==> config.mk <==
export PLATFORM = sky130hd
export DESIGN_NAME = gpio_fast_port
export DESIGN_NICKNAME = d
export VERILOG_FILES = /design/src/rtl/gpio_fast_port.v
export VERILOG_INCLUDE_DIRS = /design/src /design/src/rtl
export SDC_FILE = /design/constraint.sdc
export NUM_CORES = 1
export LEC_CHECK = 0
export BUFFER_PORTS_ARGS = -buffer_cell sky130_fd_sc_hd__buf_2
export CORE_ASPECT_RATIO = 0.5
export CORE_UTILIZATION = 30
export CTS_BUF_LIST = sky130_fd_sc_hd__clkbuf_2
export DETAILED_ROUTE_END_ITERATION = 6
export SYNTH_ARGS = -nofsm -noshare
export SYNTH_HDL_FRONTEND = slang
export SYNTH_SLANG_ARGS = --single-unit
==> constraint.sdc <==
create_clock -name sys_clk -period 4.1 [get_ports sys_clk]
set_input_delay 0.615 -clock sys_clk [delete_from_list [all_inputs] [get_ports sys_clk]]
set_output_delay 0.615 -clock sys_clk [all_outputs]
set_load 0.005 [all_outputs]
==> src/rtl/gpio_fast_map.vh <==
// register offsets and reset values for the parallel port with fast access
// assumes both access paths address registers by word index, byte enables select lanes
`ifndef GPIO_FAST_MAP_VH
`define GPIO_FAST_MAP_VH
// legacy group word offsets
`define LEG_PIN 3'h0
`define LEG_SET 3'h1
`define LEG_DIR 3'h2
`define LEG_CLR 3'h3
// fast group word offsets
`define FST_DIR 3'h0
`define FST_MASK 3'h4
`define FST_PIN 3'h5
`define FST_SET 3'h6
`define FST_CLR 3'h7
// reset values
`define RST_DIR 32'h00000000
`define RST_OUT 32'h00000000
`define RST_MASK 32'h00000000
`endif

==> src/rtl/gpio_fast_port.v <==
// one parallel port with a legacy peripheral-bus group and a fast local-bus group
// assumes pins are sampled asynchronously; peripheral selection is a per-bit input
`include "gpio_fast_map.vh"
`default_nettype none

module gpio_fast_port #(
    parameter WIDTH = 32
) (
    // clock, reset, enable
    input wire sys_clk,
    input wire resetn,
    input wire clkEn,
    // configuration: 1 selects fast group, 0 legacy
    input wire fastSel,
    // legacy peripheral bus
    input wire legSel,
    input wire legWr,
    input wire [2:0] legAddr,
    input wire [WIDTH-1:0] legWdata,
    output reg [WIDTH-1:0] legRdata_r,
    output reg legAck_r,
    // fast local bus
    input wire fstSel,
    input wire fstWr,
    input wire [2:0] fstAddr,
    input wire [WIDTH/8-1:0] fstBe,
    input wire [WIDTH-1:0] fstWdata,
    output reg [WIDTH-1:0] fstRdata_r,
    output reg fstAck_r,
    // peripheral claim and pins
    input wire [WIDTH-1:0] periphOwn,
    input wire [WIDTH-1:0] pinIn,
    output reg [WIDTH-1:0] pinOut_r,
    output reg [WIDTH-1:0] pinOe_r
);

// architectural state and its next values
reg [WIDTH-1:0] dir_r;
reg [WIDTH-1:0] dir_nxt;
reg [WIDTH-1:0] out_r;
reg [WIDTH-1:0] out_nxt;
reg [WIDTH-1:0] mask_r;
reg [WIDTH-1:0] mask_nxt;

// pin input conditioning
reg [WIDTH-1:0] sync1_r;
reg [WIDTH-1:0] sync2_r;
reg [WIDTH-1:0] sync3_r;
reg [WIDTH-1:0] pinState_r;
wire [WIDTH-1:0] pinState_nxt;

// read multiplexers and registered response values
reg [WIDTH-1:0] legRd;
reg [WIDTH-1:0] fstRd;
wire [WIDTH-1:0] legRdata_nxt;
wire [WIDTH-1:0] fstRdata_nxt;
wire legAck_nxt;
wire fstAck_nxt;

// pin drive next values
wire [WIDTH-1:0] pinOut_nxt;
wire [WIDTH-1:0] pinOe_nxt;

// fast write lane selection
wire [WIDTH-1:0] beMask;
wire [WIDTH-1:0] wsel;

// the inactive group is not heard at all: no ack, no effect
wire legGo = legSel & ~fastSel;
wire fstGo = fstSel & fastSel;
wire legWrGo = legGo & legWr;
wire legRdGo = legGo & ~legWr;
wire fstWrGo = fstGo & fstWr;
wire fstRdGo = fstGo & ~fstWr;

// legacy write strobes, one per mapped word
wire legWrPin = legWrGo & (legAddr == `LEG_PIN);
wire legWrSet = legWrGo & (legAddr == `LEG_SET);
wire legWrDir = legWrGo & (legAddr == `LEG_DIR);
wire legWrClr = legWrGo & (legAddr == `LEG_CLR);

// fast write strobes; unmapped words raise no strobe and change nothing
wire fstWrDir = fstWrGo & (fstAddr == `FST_DIR);
wire fstWrMask = fstWrGo & (fstAddr == `FST_MASK);
wire fstWrPin = fstWrGo & (fstAddr == `FST_PIN);
wire fstWrSet = fstWrGo & (fstAddr == `FST_SET);
wire fstWrClr = fstWrGo & (fstAddr == `FST_CLR);

// byte lanes widened to a bit mask; WIDTH must be a multiple of eight
genvar lane;
generate
    for (lane = 0; lane < WIDTH / 8; lane = lane + 1) begin : g_lane
        assign beMask[lane*8 +: 8] = {8{fstBe[lane]}};
    end
endgenerate

// a fast direction or output write touches a bit only if its lane is on and its mask bit is clear
assign wsel = beMask & ~mask_r;

// direction next value
always @* begin
    dir_nxt = dir_r;
    if (legWrDir) begin
        dir_nxt = legWdata;
    end
    if (fstWrDir) begin
        dir_nxt = (dir_r & ~wsel) | (fstWdata & wsel);
    end
end

// output latch next value; the two groups never write in one cycle
always @* begin
    out_nxt = out_r;
    if (legWrPin) begin
        // a legacy write to the pin word loads the whole latch
        out_nxt = legWdata;
    end
    if (legWrSet) begin
        out_nxt = out_r | legWdata;
    end
    if (legWrClr) begin
        out_nxt = out_r & ~legWdata;
    end
    if (fstWrPin) begin
        out_nxt = (out_r & ~wsel) | (fstWdata & wsel);
    end
    if (fstWrSet) begin
        out_nxt = out_r | (fstWdata & wsel);
    end
    if (fstWrClr) begin
        out_nxt = out_r & ~(fstWdata & wsel);
    end
end

// mask next value; the mask cannot protect itself, only lanes gate it
always @* begin
    mask_nxt = mask_r;
    if (fstWrMask) begin
        mask_nxt = (mask_r & ~beMask) | (fstWdata & beMask);
    end
end

// legacy read multiplexer
always @* begin
    case (legAddr)
        `LEG_PIN: begin
            legRd = pinState_r;
        end
        `LEG_SET: begin
            legRd = out_r;
        end
        `LEG_DIR: begin
            legRd = dir_r;
        end
        `LEG_CLR: begin
            legRd = out_r;
        end
        default: begin
            legRd = {WIDTH{1'b0}};
        end
    endcase
end

// fast read multiplexer
always @* begin
    case (fstAddr)
        `FST_DIR: begin
            fstRd = dir_r;
        end
        `FST_MASK: begin
            fstRd = mask_r;
        end
        `FST_PIN: begin
            // masked bits read as zero so a group read needs no software masking
            fstRd = pinState_r & ~mask_r;
        end
        `FST_SET: begin
            fstRd = out_r;
        end
        `FST_CLR: begin
            fstRd = out_r;
        end
        default: begin
            fstRd = {WIDTH{1'b0}};
        end
    endcase
end

// responses: ack one cycle after the access, data zero unless a read is answered
assign legAck_nxt = legGo;
assign fstAck_nxt = fstGo;
assign legRdata_nxt = legRdGo ? legRd : {WIDTH{1'b0}};
assign fstRdata_nxt = fstRdGo ? (fstRd & beMask) : {WIDTH{1'b0}};

// claimed pins are left to the peripheral mux, never driven from here
assign pinOut_nxt = out_nxt & ~periphOwn;
assign pinOe_nxt = dir_nxt & ~periphOwn;

// a bit changes only once stages two and three agree, otherwise it holds
assign pinState_nxt = (sync2_r & sync3_r) | (pinState_r & (sync2_r | sync3_r));

// state registers, one process each except the three synchroniser stages, which share one; a low clock enable freezes them all
// direction: every bit comes out of reset as an input
always @(posedge sys_clk or negedge resetn) begin
    if (!resetn) begin
        dir_r <= `RST_DIR;
    end else if (clkEn) begin
        dir_r <= dir_nxt;
    end
end

// mask register
always @(posedge sys_clk or negedge resetn) begin
    if (!resetn) begin
        mask_r <= `RST_MASK;
    end else if (clkEn) begin
        mask_r <= mask_nxt;
    end
end

// output latch
always @(posedge sys_clk or negedge resetn) begin
    if (!resetn) begin
        out_r <= `RST_OUT;
    end else if (clkEn) begin
        out_r <= out_nxt;
    end
end

// pin synchroniser; the first stage feeds only the second
always @(posedge sys_clk or negedge resetn) begin
    if (!resetn) begin
        sync1_r <= {WIDTH{1'b0}};
        sync2_r <= {WIDTH{1'b0}};
        sync3_r <= {WIDTH{1'b0}};
    end else if (clkEn) begin
        sync1_r <= pinIn;
        sync2_r <= sync1_r;
        sync3_r <= sync2_r;
    end
end

// filtered pin state
always @(posedge sys_clk or negedge resetn) begin
    if (!resetn) begin
        pinState_r <= {WIDTH{1'b0}};
    end else if (clkEn) begin
        pinState_r <= pinState_nxt;
    end
end

// legacy acknowledge
always @(posedge sys_clk or negedge resetn) begin
    if (!resetn) begin
        legAck_r <= 1'b0;
    end else if (clkEn) begin
        legAck_r <= legAck_nxt;
    end
end

// legacy read data
always @(posedge sys_clk or negedge resetn) begin
    if (!resetn) begin
        legRdata_r <= {WIDTH{1'b0}};
    end else if (clkEn) begin
        legRdata_r <= legRdata_nxt;
    end
end

// fast acknowledge, one cycle after the local-bus access
always @(posedge sys_clk or negedge resetn) begin
    if (!resetn) begin
        fstAck_r <= 1'b0;
    end else if (clkEn) begin
        fstAck_r <= fstAck_nxt;
    end
end

// fast read data
always @(posedge sys_clk or negedge resetn) begin
    if (!resetn) begin
        fstRdata_r <= {WIDTH{1'b0}};
    end else if (clkEn) begin
        fstRdata_r <= fstRdata_nxt;
    end
end

// pin drive levels follow the latch in the same edge as the write
always @(posedge sys_clk or negedge resetn) begin
    if (!resetn) begin
        pinOut_r <= {WIDTH{1'b0}};
    end else if (clkEn) begin
        pinOut_r <= pinOut_nxt;
    end
end

// pin enables; nothing is driven until software sets a direction
always @(posedge sys_clk or negedge resetn) begin
    if (!resetn) begin
        pinOe_r <= {WIDTH{1'b0}};
    end else if (clkEn) begin
        pinOe_r <= pinOe_nxt;
    end
end

endmodule // gpio_fast_port
`default_nettype wire

### Word level (Yosys, flattened, before mapping)

Index checks and enable logic that the tools add are counted.

| word-level totals | value |
|---|---|
| flip-flop bits (word level) | 354 |
| latch bits | 0 |
| bits in writable memories | 0 |
| bits in read-only memories | 0 |
| bits of input ports | 146 |
| output and inout port bits | 130 |
| word-level logic and storage cells | 82 |
| memories | 0 |

| operators by class | value |
|---|---|
| add/sub/neg operators | 0 |
| multipliers | 0 |
| div/mod/pow operators | 0 |
| order comparisons | 0 |
| equal/unequal tests | 7 |
| shift operators | 0 |
| mux-type cells | 12 |
| bitwise gates (word level) | 45 |
| reduce and logical (&&, ||, !) cells | 5 |

Operators by type and width:

| kind | count |
|---|---|
| 32-bit bitwise AND | 14 |
| 32-bit 2-to-1 mux | 10 |
| 32-bit OR | 7 |
| 32-bit NOT | 6 |
| 32-bit case mux with 4 select lines | 1 |
| 32-bit case mux with 3 select lines | 1 |
| 1-bit bitwise AND | 15 |
| 3-bit equality test (second input constant) | 4 |
| 3-bit by 2-bit equality test with 1-bit output (second input constant) | 2 |
| 3-bit logical NOT | 2 |
| 2-bit OR reduction | 2 |
| 3-bit by 1-bit equality test with 1-bit output (second input constant) | 1 |
| 1-bit NOT | 3 |
| 2-bit AND reduction | 1 |

### Longest topological paths before layout

Gate-level depths: netlist of run 1.

| depth | value |
|---|---|
| depth in word-level cells | 11 |
| depth in mapped cells | 9 |
| depth with buffers taken out | 5 |

### Worst setup path after synthesis of run 1

Ideal clock, no wire load.

| path | value |
|---|---|
| path type | input port to flip-flop |
| start point | input port fstAddr[1] |
| end point | register (tool-made name) |
| setup time | 0.125 ns |
| arrival time | 1.980 ns |
| data required time | 3.975 ns |
| slack | 1.995 ns |
| stages | 8 |
| path through | buf_2 nor2_1 and2_1 clkbuf_2 and3_1 buf_2 nand2_1 mux2_2 |

RTL lines:

| item | line | source |
|---|---|---|
| start: declaration | gpio_fast_port.v:25 | `input wire [2:0] fstAddr,` |

### Final worst setup path of run 1

| path | value |
|---|---|
| start point | input port legSel |
| end point | register pinOe_r[24] |

| on the way | value |
|---|---|
| cells in the longest elaborated chain, start to end | 6 |

Ends and longest elaborated chain:

| item | line | source |
|---|---|---|
| start: declaration | gpio_fast_port.v:16 | `input wire legSel,` |
| 1-bit bitwise AND | gpio_fast_port.v:69 | `wire legGo = legSel & ~fastSel;` |
| 1-bit bitwise AND | gpio_fast_port.v:71 | `wire legWrGo = legGo & legWr;` |
| 1-bit bitwise AND | gpio_fast_port.v:79 | `` wire legWrDir = legWrGo & (legAddr == `LEG_DIR); `` |
| 32-bit 2-to-1 mux | gpio_fast_port.v:103 | `if (legWrDir) begin` |
| 32-bit 2-to-1 mux | gpio_fast_port.v:106 | `if (fstWrDir) begin` |
| 32-bit bitwise AND | gpio_fast_port.v:197 | `assign pinOe_nxt = dir_nxt & ~periphOwn;` |
| end signal: assignment | gpio_fast_port.v:300 | `pinOe_r <= {WIDTH{1'b0}};` |
| end signal: assignment | gpio_fast_port.v:302 | `pinOe_r <= pinOe_nxt;` |
| end: declaration | gpio_fast_port.v:34 | `output reg [WIDTH-1:0] pinOe_r` |

Every way passes these cells.
A chain may end at the register's enable or synchronous reset.

==> impl_metrics.py, run 1 <==
metrics = {
    "power_and_ir_drop": {
        "power_density_mw_per_mm2": 374.3,
        "p_leak_nw": 9.947,
        "vdd_drop_max_mv": 0.1505,
        "p_int_mw": 5.480,
        "clkPwrFrac_pct": 27.5,
        "pwr-share-seq_pct": 53.0,
        "total_power_mw": 8.487,
        "combPwrFrac_pct": 19.5,
        "netSwitchingFraction_pct": 35.43,
        "p_switching_mw": 3.007,
    },
    "sta": {
        "relSlewSlack_pct": 26.58,
        "setup_viol": 0,
        "holdWs_ns": 0.1068,
        "tightest_slew_ns": 1.099,
        "drv_slew": 0,
        "fin_crit_sh_pct": 62.98,
        "setup_tns_ns": 0,
        "final-hold-violation-count": 0,
        "timing.fmax_mhz": 387.3,
        "rsz0062_at_grt": "false",
        "fin_skew_ns": 0.05462,
        "finalCriticalPeriod_ns": 2.582,
    },
    "setup_path": {
        "cp_slowest_cell": "dlygate4sd3_1",
        "path_max_fanout": 21,
        "rr_worst_depth": 5,
        "r2r-end": "pinOe_r[4]",
        "worstSetupEndpointType": "register",
        "startpoint_type": "input port",
        "crit_chain": "dlygate4sd3_1 > buf_2 > and4bb_1 > nand2_1 > buf_4 > o22ai_1 > o41ai_1 > dlygate4sd3_1",
        "critical_path_class": "input port to register",
        "reg2reg_slack_ns": 1.99,
        "critPathMostFrequentCell": "dlygate4sd3_1",
        "required_ns": 5.05,
        "worstPathArrival_ns": 3.53,
        "worst_path_largest_cell_delay_ns": 0.59,
    },
    "clock_tree": {
        "clock_latency_ns": 1.05,
        "cts_root_buffer": "clkbuf_2",
        "cts_buffer_depth": 3,
        "htreeDepth": 3,
        "path_clk_slew_ns": 0.10,
        "cts_made_buffers": 91,
        "cts_tree": "built",
        "postCtsSetupBuffers": 0,
        "cts.sink_count": 354,
    },
    "synthesis": {
        "yosys_most_used_dff": "dfrtp_1",
        "synthArstFlopShare_pct": 100.0,
        "synth_top_area_share_pct": 48.54,
        "syn_avg_cell_area_um2": 9.935,
        "yosys-top-cells-area": "dfrtp_1 (49%), mux2_2 (4.6%), a21oi_1 (4.4%)",
        "syn_nets": 1983,
        "synth_most_common_cell": "dfrtp_1",
        "synth_area_mm2": 0.01825,
        "syn_inst": 1837,
        "ys_ff_latch": 354,
        "synthTopCellsByCount": "dfrtp_1 (354), a21oi_1 (161), nand2_1 (150)",
        "yosys.area.top_type": "dfrtp_1",
        "ys_types": 63,
        "synth_edf_count": 0,
        "yosysWarnings": 0,
        "seq_area_frac_synth_pct": 48.54,
    },
    "routing": {
        "wl_met3_um": 4650,
        "drtAntennaViolNets": 0,
        "via_count": 17214,
        "routed_wl_um": 66520,
        "wl_met1_um": 26420,
        "met2_length_um": 32170,
        "drt_iter0_markers": 1473,
        "dr.pass1.iters": 7,
        "avgRoutedWirePerCell_um": 21.35,
        "drcViolationCount": 0,
        "topRoutingLayerUsed": "met4",
        "viasPerCell": 5.526,
    },
    "min_path": {
        "worstHoldStart": "legWdata[30]",
        "hold_class": "input port to register",
        "holdPathStages": 3,
        "hold_end": "dir_r[30]",
    },
    "place": {
        "dp_hpwl_um": 42910,
        "port_buffers": 275,
        "dp_cells": 2815,
        "gp_congestion": 0.9155,
    },
    "global_route": {
        "grt_pass1_wl_um": 99940,
        "gr-total-overflow": 0,
        "grt_usage_pct": 21.14,
        "first_global_vias": 16642,
        "grt_max_degree": 177,
        "antenna_found_initial": 3,
    },
    "cells_and_area": {
        "final.fill_count": 5963,
        "syn2layout_area_growth_pct": 24.25,
        "fin_nets": 2394,
        "final_cells": 3115,
        "drive_above_1_share_pct": 24.03,
    },
    "die": {
        "die_y_um": 176.4,
        "io_pins": 276,
        "dieArea_mm2": 0.06189,
        "core_area_mm2": 0.05967,
        "die_w_um": 350.8,
        "row_count": 63,
        "initial_core_util_pct": 30.59,
    },
    "run": {
        "drv_cap": 0,
    },
    "run_status": {
        "status": "completed",
    },
}
state kept, by name (all words and copies together) (netlist names), named ones only:
name	cells
dir_r	32
fstRdata_r	32
legRdata_r	32
out_r	32
pinOe_r	32
pinOut_r	32
pinState_r	32
sync1_r	32
sync2_r	32
sync3_r	32
fstAck_r	1
legAck_r	1
logic make-up after synthesis:
family | synth area share [%]
AND/OR/NAND/NOR | 12.15
AO/OA/AOI/OAI | 26.51
multiplexers | 8.172
flip-flops | 48.54
XOR/XNOR | 0.04800
buffers and inverters | 4.586
stage by stage:
step	setup slack, ns	cell area, um^2	util [%]
after global routing	1.441	22680	38.01
after detailed placement	0.9574	20420	34.22
after CTS	1.650	22670	38.00
after global placement	1.026	20420	34.22
after floorplan	1.995	18250	-
final	1.518	22680	38.01
worst max path at each step:
stage	startpoint	end
2_1_floorplan	fstAddr[1]	register
3_3_place_gp	fstAddr[2]	out_r[21]
3_5_place_dp	fstAddr[1]	out_r[16]
4_1_cts	legSel	pinOe_r[24]
5_1_grt	legSel	pinOe_r[24]
6_report	legSel	pinOe_r[24]
layer usage:
metal | vias up | track usage, %
met5 | - | 0
li1 | 7724 | -
met3 | 191 | 3.687
met4 | 0 | 11.83
met1 | 8556 | 26.31
met2 | 743 | 34.83
placed cells by master (no fill, tap or decap), types with 28 or more instances in the layout:
cell type      instances
nor2_1                93
a221oi_1              32
dfrtp_1              354
nand2_1              150
o2bb2ai_1             73
dlygate4sd3_1        152
mux2_2                74
clkbuf_2             120
a211oi_1              28
a21oi_1              161
a32o_1                33
inv_1                 68
a22oi_1               30
mux2i_1               41
o22ai_1               45
or2_2                 28
nor2b_1               50
buf_2                273
nand2b_1              45
o21ai_0              149
layout make-up:
type                    count  area [um^2]  area share, %
inverters                  69        266.5          1.175
well taps                 812         1016          4.480
repair buffers            456         3219          14.20
clock inverters            26        128.9         0.5683
multi-input cells        1276         8583          37.85
flip-flops and latches    354         8859          39.06
diodes                      2        5.005        0.02207
clock buffers             120        600.6          2.648
power by group through the flow:
stage	Combinational [mW]	Clock, mW	Sequential (mW)
6_report	1.66	2.33	4.50
5_1_grt	1.84	2.57	4.54
4_1_cts	1.65	2.41	4.46
3_5_place_dp	1.53	0	4.53
3_3_place_gp	1.49	0	4.51
2_1_floorplan	1.03	0	4.26
critical path: cells and delay by family:
family,cells,cell delay (ns)
AND/OR/NAND/NOR,2,0.69
AO/OA/AOI/OAI,2,0.49
buffers and inverters,4,1.73
timing repair:
action,4_1_cts,5_1_grt
gates resized for setup,0,0
endpoints found under the hold margin,250,0
hold buffers,152,0
Power figures use the tool's default switching activity.
==> inputs of run 2 (changes only) <==
--- a/config.mk
+++ b/config.mk
@@ -6,6 +6,7 @@
 export SDC_FILE = /design/constraint.sdc
 export NUM_CORES = 1
 export LEC_CHECK = 0
+export ABC_AREA = 1
 export BUFFER_PORTS_ARGS = -buffer_cell sky130_fd_sc_hd__buf_2
 export CORE_ASPECT_RATIO = 0.5
 export CORE_UTILIZATION = 30
==> constraint.sdc (replaced) <==
create_clock -name sys_clk -period 2.2 [get_ports sys_clk]
set_input_delay 0.33 -clock sys_clk [delete_from_list [all_inputs] [get_ports sys_clk]]
set_output_delay 0.33 -clock sys_clk [all_outputs]
set_load 0.005 [all_outputs]
==> impl_metrics.py, run 2 <==
metrics = {
    "run_status": {
        "status": "completed",
    },
    "cells_and_area": {
        "layout_commonest_cell": "nand2_1",
        "drive_above_1_share_pct": 15.52,
        "syn2layout_area_growth_pct": 35.44,
        "most-common-layout-cells": "nand2_1 (808), dfrtp_1 (354), dlygate4sd3_1 (292)",
        "final.fill_count": 6126,
        "fin_nets": 3225,
    },
    "die": {
        "initial_core_util_pct": 30.49,
        "core_area_mm2": 0.05943,
        "row_count": 63,
        "die_w_um": 349.6,
        "die_y_um": 175.8,
        "io_pins": 276,
        "dieArea_mm2": 0.06146,
    },
    "synthesis": {
        "yosysWarnings": 0,
        "seq_area_frac_synth_pct": 48.88,
        "syn_inst": 2491,
        "synthTopCellsByCount": "nand2_1 (809), dfrtp_1 (354), o21ai_0 (279)",
        "synth_area_mm2": 0.01812,
        "yosys_most_used_dff": "dfrtp_1",
        "synth_most_common_cell": "nand2_1",
        "syn_nets": 2637,
        "synth_edf_count": 0,
        "synth_top_area_share_pct": 48.88,
        "yosys.area.top_type": "dfrtp_1",
        "yosys-top-cells-area": "dfrtp_1 (49%), nand2_1 (17%), o21ai_0 (7.7%)",
        "ys_types": 25,
        "syn_avg_cell_area_um2": 7.276,
        "ys_ff_latch": 354,
        "synthArstFlopShare_pct": 100.0,
    },
    "setup_path": {
        "path_depth": 12,
        "worstSetupEndpointType": "register",
        "critical_path_class": "input port to register",
        "crit_path_start": "fstWr",
        "worstPathArrival_ns": 2.96,
        "cp_slowest_cell": "dlygate4sd3_1",
        "required_ns": 3.09,
        "path_max_fanout": 32,
        "cp_top_family": "buffers and inverters",
        "crit_end": "pinOut_r[31]",
        "r2r-end": "pinOut_r[11]",
        "startpoint_type": "input port",
        "reg2reg_slack_ns": 0.19,
        "worst_path_largest_cell_delay_ns": 0.57,
        "crit_chain": "dlygate4sd3_1 > buf_2 > nand3_2 > nor3_4 > buf_12 > nand3_1 > and2_1 > nand2_1 > nand2_1 > dlygate4sd3_1 > nand3_1 > nand2_1",
        "rr_worst_depth": 11,
        "critPathMostFrequentCell": "nand2_1",
        "path_buf_inv": 4,
    },
    "routing": {
        "viasPerCell": 4.975,
        "drtAntennaViolNets": 0,
        "routed_wl_um": 69590,
        "drt_iter0_markers": 1728,
        "avgRoutedWirePerCell_um": 17.61,
        "dr.pass1.iters": 6,
        "via_count": 19662,
        "drcViolationCount": 0,
    },
    "global_route": {
        "grt_usage_pct": 22.18,
        "grt_max_degree": 195,
        "gr-total-overflow": 0,
        "grt_pass1_wl_um": 106100,
        "first_global_vias": 18947,
        "antenna_found_initial": 2,
    },
    "sta": {
        "finalCriticalPeriod_ns": 2.063,
        "fin_skew_ns": 0.09257,
        "tightest_slew_ns": 0.6492,
        "timing.fmax_mhz": 484.7,
        "setup_viol": 0,
        "rsz0062_at_grt": "false",
        "drv_slew": 0,
        "holdWs_ns": 0.1009,
        "relSlewSlack_pct": 56.72,
        "setup_tns_ns": 0,
        "fin_crit_sh_pct": 93.77,
        "final-hold-violation-count": 0,
    },
    "clock_tree": {
        "cts_root_buffer": "clkbuf_2",
        "cts_buffer_depth": 3,
        "cts_tree": "built",
        "cts.sink_count": 354,
        "path_clk_slew_ns": 0.10,
        "postCtsSetupBuffers": 0,
        "clock_latency_ns": 1.04,
        "htreeDepth": 3,
        "cts_made_buffers": 90,
    },
    "place": {
        "dp_hpwl_um": 43430,
        "gp_congestion": 0.9128,
        "port_buffers": 275,
    },
    "min_path": {
        "worstHoldStart": "fstAddr[1]",
        "hold_class": "input port to register",
    },
    "power_and_ir_drop": {
        "vdd_drop_max_mv": 0.3277,
        "power_density_mw_per_mm2": 659.2,
        "p_leak_nw": 12.47,
    },
    "run": {
        "drv_cap": 0,
    },
}
[run 2: layout make-up]
cell class	count	area (um^2)	area share, %
antenna	3	7.507	0.03058
clock buffer	132	660.6	2.691
clock inverter	18	113.9	0.4638
inverter	212	803.3	3.272
multi-input combinational	1798	7964	32.44
sequential	354	8859	36.09
tap	812	1016	4.139
timing repair buffer	623	5124	20.87
[run 2: worst min-delay path by stage]
stage,to,cells past startpoint,slack [ns]
after floorplan,asynchronous set/reset pin,0,0.03
after global placement,sync1_r[8],1,0.26
after detailed placement,sync1_r[8],1,0.27
after CTS,fstRdata_r[5],6,0.01
after global routing,fstRdata_r[6],6,0.06
final,fstRdata_r[30],6,0.10
[run 2: tightest hold or removal path, cell delays in order]
cell and delay [ns]:
buf_2 0.12, nand2_2 0.10, buf_4 0.23, nor2_1 0.11, nor3_1 0.06, o21ai_0 0.13
[run 2: where the power goes]
part	switching [mW]	total (mW)	leakage [nW]	internal (mW)
clock network	2.85	4.55	0.597	1.71
registers	0.587	7.86	4.61	7.27
logic	2.19	3.77	7.26	1.58
[run 2: layer usage]
layer / vias to the layer above / wire length [um] / GRT usage, %
met4: 0 / 3338 / 12.10
met1: 9338 / 28090 / 27.35
met2: 837 / 33740 / 37.35
met3: 201 / 4424 / 3.421
met5: - / 0 / 0
li1: 9286 / - / -
[run 2: logic make-up (layout without fill, tap and decap cells)]
group / count (synthesis) / in the layout / share of synthesized area [%]
other cells: 0 / 3 / 0
compound gates: 544 / 544 / 16.13
flops: 354 / 354 / 48.88
simple gates: 1254 / 1254 / 27.71
buf+inv: 339 / 985 / 7.283
[run 2: per-stage QoR]
| stage | worst slack [ns] | instance area (um^2) | utilization (%) | power [mW] | instances |
|---|---|---|---|---|---|
| 2_1_floorplan | 0.7116 | 18120 | - | 9.764 | 2491 |
| 3_3_place_gp | 0.1482 | 20790 | 34.98 | 11.07 | 3505 |
| 3_5_place_dp | 0.08403 | 20790 | 34.98 | 11.13 | 3505 |
| 4_1_cts | 0.1475 | 24500 | 41.23 | 16.23 | 3948 |
| 5_1_grt | 0.03944 | 24540 | 41.30 | 17.20 | 3951 |
| 6_report | 0.1370 | 24550 | 41.30 | 16.18 | 3952 |
[run 2: timing repair]
action	CTS	global route
hold endpoints to repair	679	0
endpoints found under the setup margin	0	7
hold buffers	293	0
resized for setup	0	2
==> inputs of run 3 (changes only) <==
--- a/config.mk
+++ b/config.mk
@@ -12,6 +12,7 @@
 export CORE_UTILIZATION = 30
 export CTS_BUF_LIST = sky130_fd_sc_hd__clkbuf_2
 export DETAILED_ROUTE_END_ITERATION = 6
+export SETUP_SLACK_MARGIN = 0.5
 export SYNTH_ARGS = -nofsm -noshare
 export SYNTH_HDL_FRONTEND = slang
 export SYNTH_SLANG_ARGS = --single-unit
==> impl_metrics.py, run 3 (same netlist as run 2, synthesis figures left out) <==
metrics = {
    "run_status": {
        "status": "completed",
    },
    "sta": {
        "fin_skew_ns": 0.08643,
        "fin_crit_sh_pct": 89.04,
        "finalCriticalPeriod_ns": 1.959,
        "setup_tns_ns": 0,
        "relSlewSlack_pct": 53.27,
        "drv_slew": 0,
        "tightest_slew_ns": 0.7010,
        "rsz0062_at_grt": "true",
        "setup_viol": 0,
        "timing.fmax_mhz": 510.5,
        "holdWs_ns": 0.08224,
        "final-hold-violation-count": 0,
    },
    "routing": {
        "dr.pass1.iters": 6,
        "avgRoutedWirePerCell_um": 17.78,
        "via_count": 19839,
        "viasPerCell": 4.991,
        "routed_wl_um": 70670,
        "drt_iter0_markers": 1686,
        "drcViolationCount": 0,
        "drtAntennaViolNets": 0,
    },
    "die": {
        "dieArea_mm2": 0.06146,
        "core_area_mm2": 0.05943,
        "die_w_um": 349.6,
        "die_y_um": 175.8,
        "initial_core_util_pct": 30.49,
        "row_count": 63,
        "io_pins": 276,
    },
    "setup_path": {
        "path_depth": 1,
        "crit_chain": "buf_2",
        "path_buf_inv": 1,
        "worst_path_largest_cell_delay_ns": 0.44,
        "worstSetupEndpointType": "output pin",
        "reg2reg_slack_ns": 0.72,
        "startpoint_type": "register",
        "cp_top_family": "flip-flops",
        "worstPathArrival_ns": 1.63,
        "path_max_fanout": 2,
        "critical_path_class": "register to output pin",
        "rr_worst_depth": 10,
        "r2r-end": "pinOut_r[22]",
        "cp_slowest_cell": "dfrtp_1",
        "required_ns": 1.87,
    },
    "global_route": {
        "grt_usage_pct": 22.70,
        "gr-total-overflow": 0,
        "first_global_vias": 19063,
        "grt_pass1_wl_um": 108100,
        "use_met1_pct": 27.83,
        "grt_max_degree": 93,
        "antenna_found_initial": 1,
        "grt_use_met3_pct": 3.802,
        "grt.busiest_layer": "met2",
        "grt_util_met2_pct": 38.52,
    },
    "power_and_ir_drop": {
        "vdd_drop_max_mv": 0.3253,
        "p_leak_nw": 12.66,
        "power_density_mw_per_mm2": 654.0,
    },
    "clock_tree": {
        "htreeDepth": 3,
        "path_clk_slew_ns": 0.12,
        "cts_root_buffer": "clkbuf_2",
        "cts_buffer_depth": 3,
        "cts.sink_count": 354,
        "cts_made_buffers": 90,
        "clock_latency_ns": 1.04,
        "cts_tree": "built",
    },
    "min_path": {
        "hold_class": "input port to register",
        "worstHoldStart": "fstAddr[2]",
        "holdPathStages": 5,
        "hold_end": "fstRdata_r[2]",
    },
    "cells_and_area": {
        "fin_nets": 3250,
        "drive_above_1_share_pct": 17.65,
        "layout_commonest_cell": "nand2_1",
        "most-common-layout-cells": "nand2_1 (808), dfrtp_1 (353), o21ai_0 (279)",
        "syn2layout_area_growth_pct": 36.86,
        "final.fill_count": 6062,
    },
    "place": {
        "dp_hpwl_um": 43430,
        "port_buffers": 275,
        "gp_congestion": 0.9128,
    },
    "run": {
        "drv_cap": 0,
    },
}
[run 3: changes by cell type in the layout (fill, tap and decap cells not counted), sizes merged]
cell,delta
diode,-2
buf,+68
dlygate4sd3,-44
clkinv,-1
dlymetal6s4s,+2
clkbuf,-1
clkinvlp,+1
[run 3: worst max-delay path by stage]
stage                endpoint  slack (ns)           start
6_report       legRdata_r[31]        0.24  legRdata_r[31]
5_1_grt        fstRdata_r[20]        0.14  fstRdata_r[20]
4_1_cts        legRdata_r[31]        0.15  legRdata_r[31]
3_5_place_dp   fstRdata_r[28]        0.08      fstAddr[0]
3_3_place_gp   fstRdata_r[29]        0.15      fstAddr[0]
2_1_floorplan       out_r[10]        0.71         fastSel
[run 3: what timing repair did]
item,4_1_cts,5_1_grt
gates resized for setup,25,11
setup endpoints to repair,130,168
buffers inserted,31,34
hold buffers,252,2
endpoints found under the hold margin,679,4
[run 3: area by class of cell]
cell class / instances / area, um^2 / area share (%)
Sequential cell: 354 / 8860 / 35.72
Multi-Input combinational cell: 1798 / 7974 / 32.15
Timing Repair Buffer: 648 / 5370 / 21.65
Tap cell: 812 / 1016 / 4.096
Inverter: 212 / 807.0 / 3.254
Clock buffer: 132 / 660.6 / 2.663
Clock inverter: 18 / 113.9 / 0.4590
Antenna cell: 1 / 2.502 / 0.01009
[run 3: through the flow]
| step | power [mW] | instances | setup WS, ns | cell area [um^2] | util (%) |
|---|---|---|---|---|---|
| floorplan | 9.764 | 2491 | 0.7116 | 18120 | - |
| global placement | 11.07 | 3505 | 0.1482 | 20790 | 34.98 |
| detailed placement | 11.13 | 3505 | 0.08403 | 20790 | 34.98 |
| CTS | 16.19 | 3938 | 0.1475 | 24470 | 41.18 |
| global route | 17.22 | 3975 | 0.1383 | 24800 | 41.73 |
| finish | 16.22 | 3975 | 0.2412 | 24800 | 41.73 |
[run 3: routing by layer]
metal,wire length (um),share of wire (%)
met1,28610,40
met2,34130,48
met3,4418,6.3
met4,3514,5.0
met5,0,0
[run 3: power breakdown]
group / leakage (nW) / internal (mW) / switching, mW
Combinational: 7.46 / 1.57 / 2.20
Sequential: 4.60 / 7.27 / 0.593
Clock: 0.597 / 1.71 / 2.87
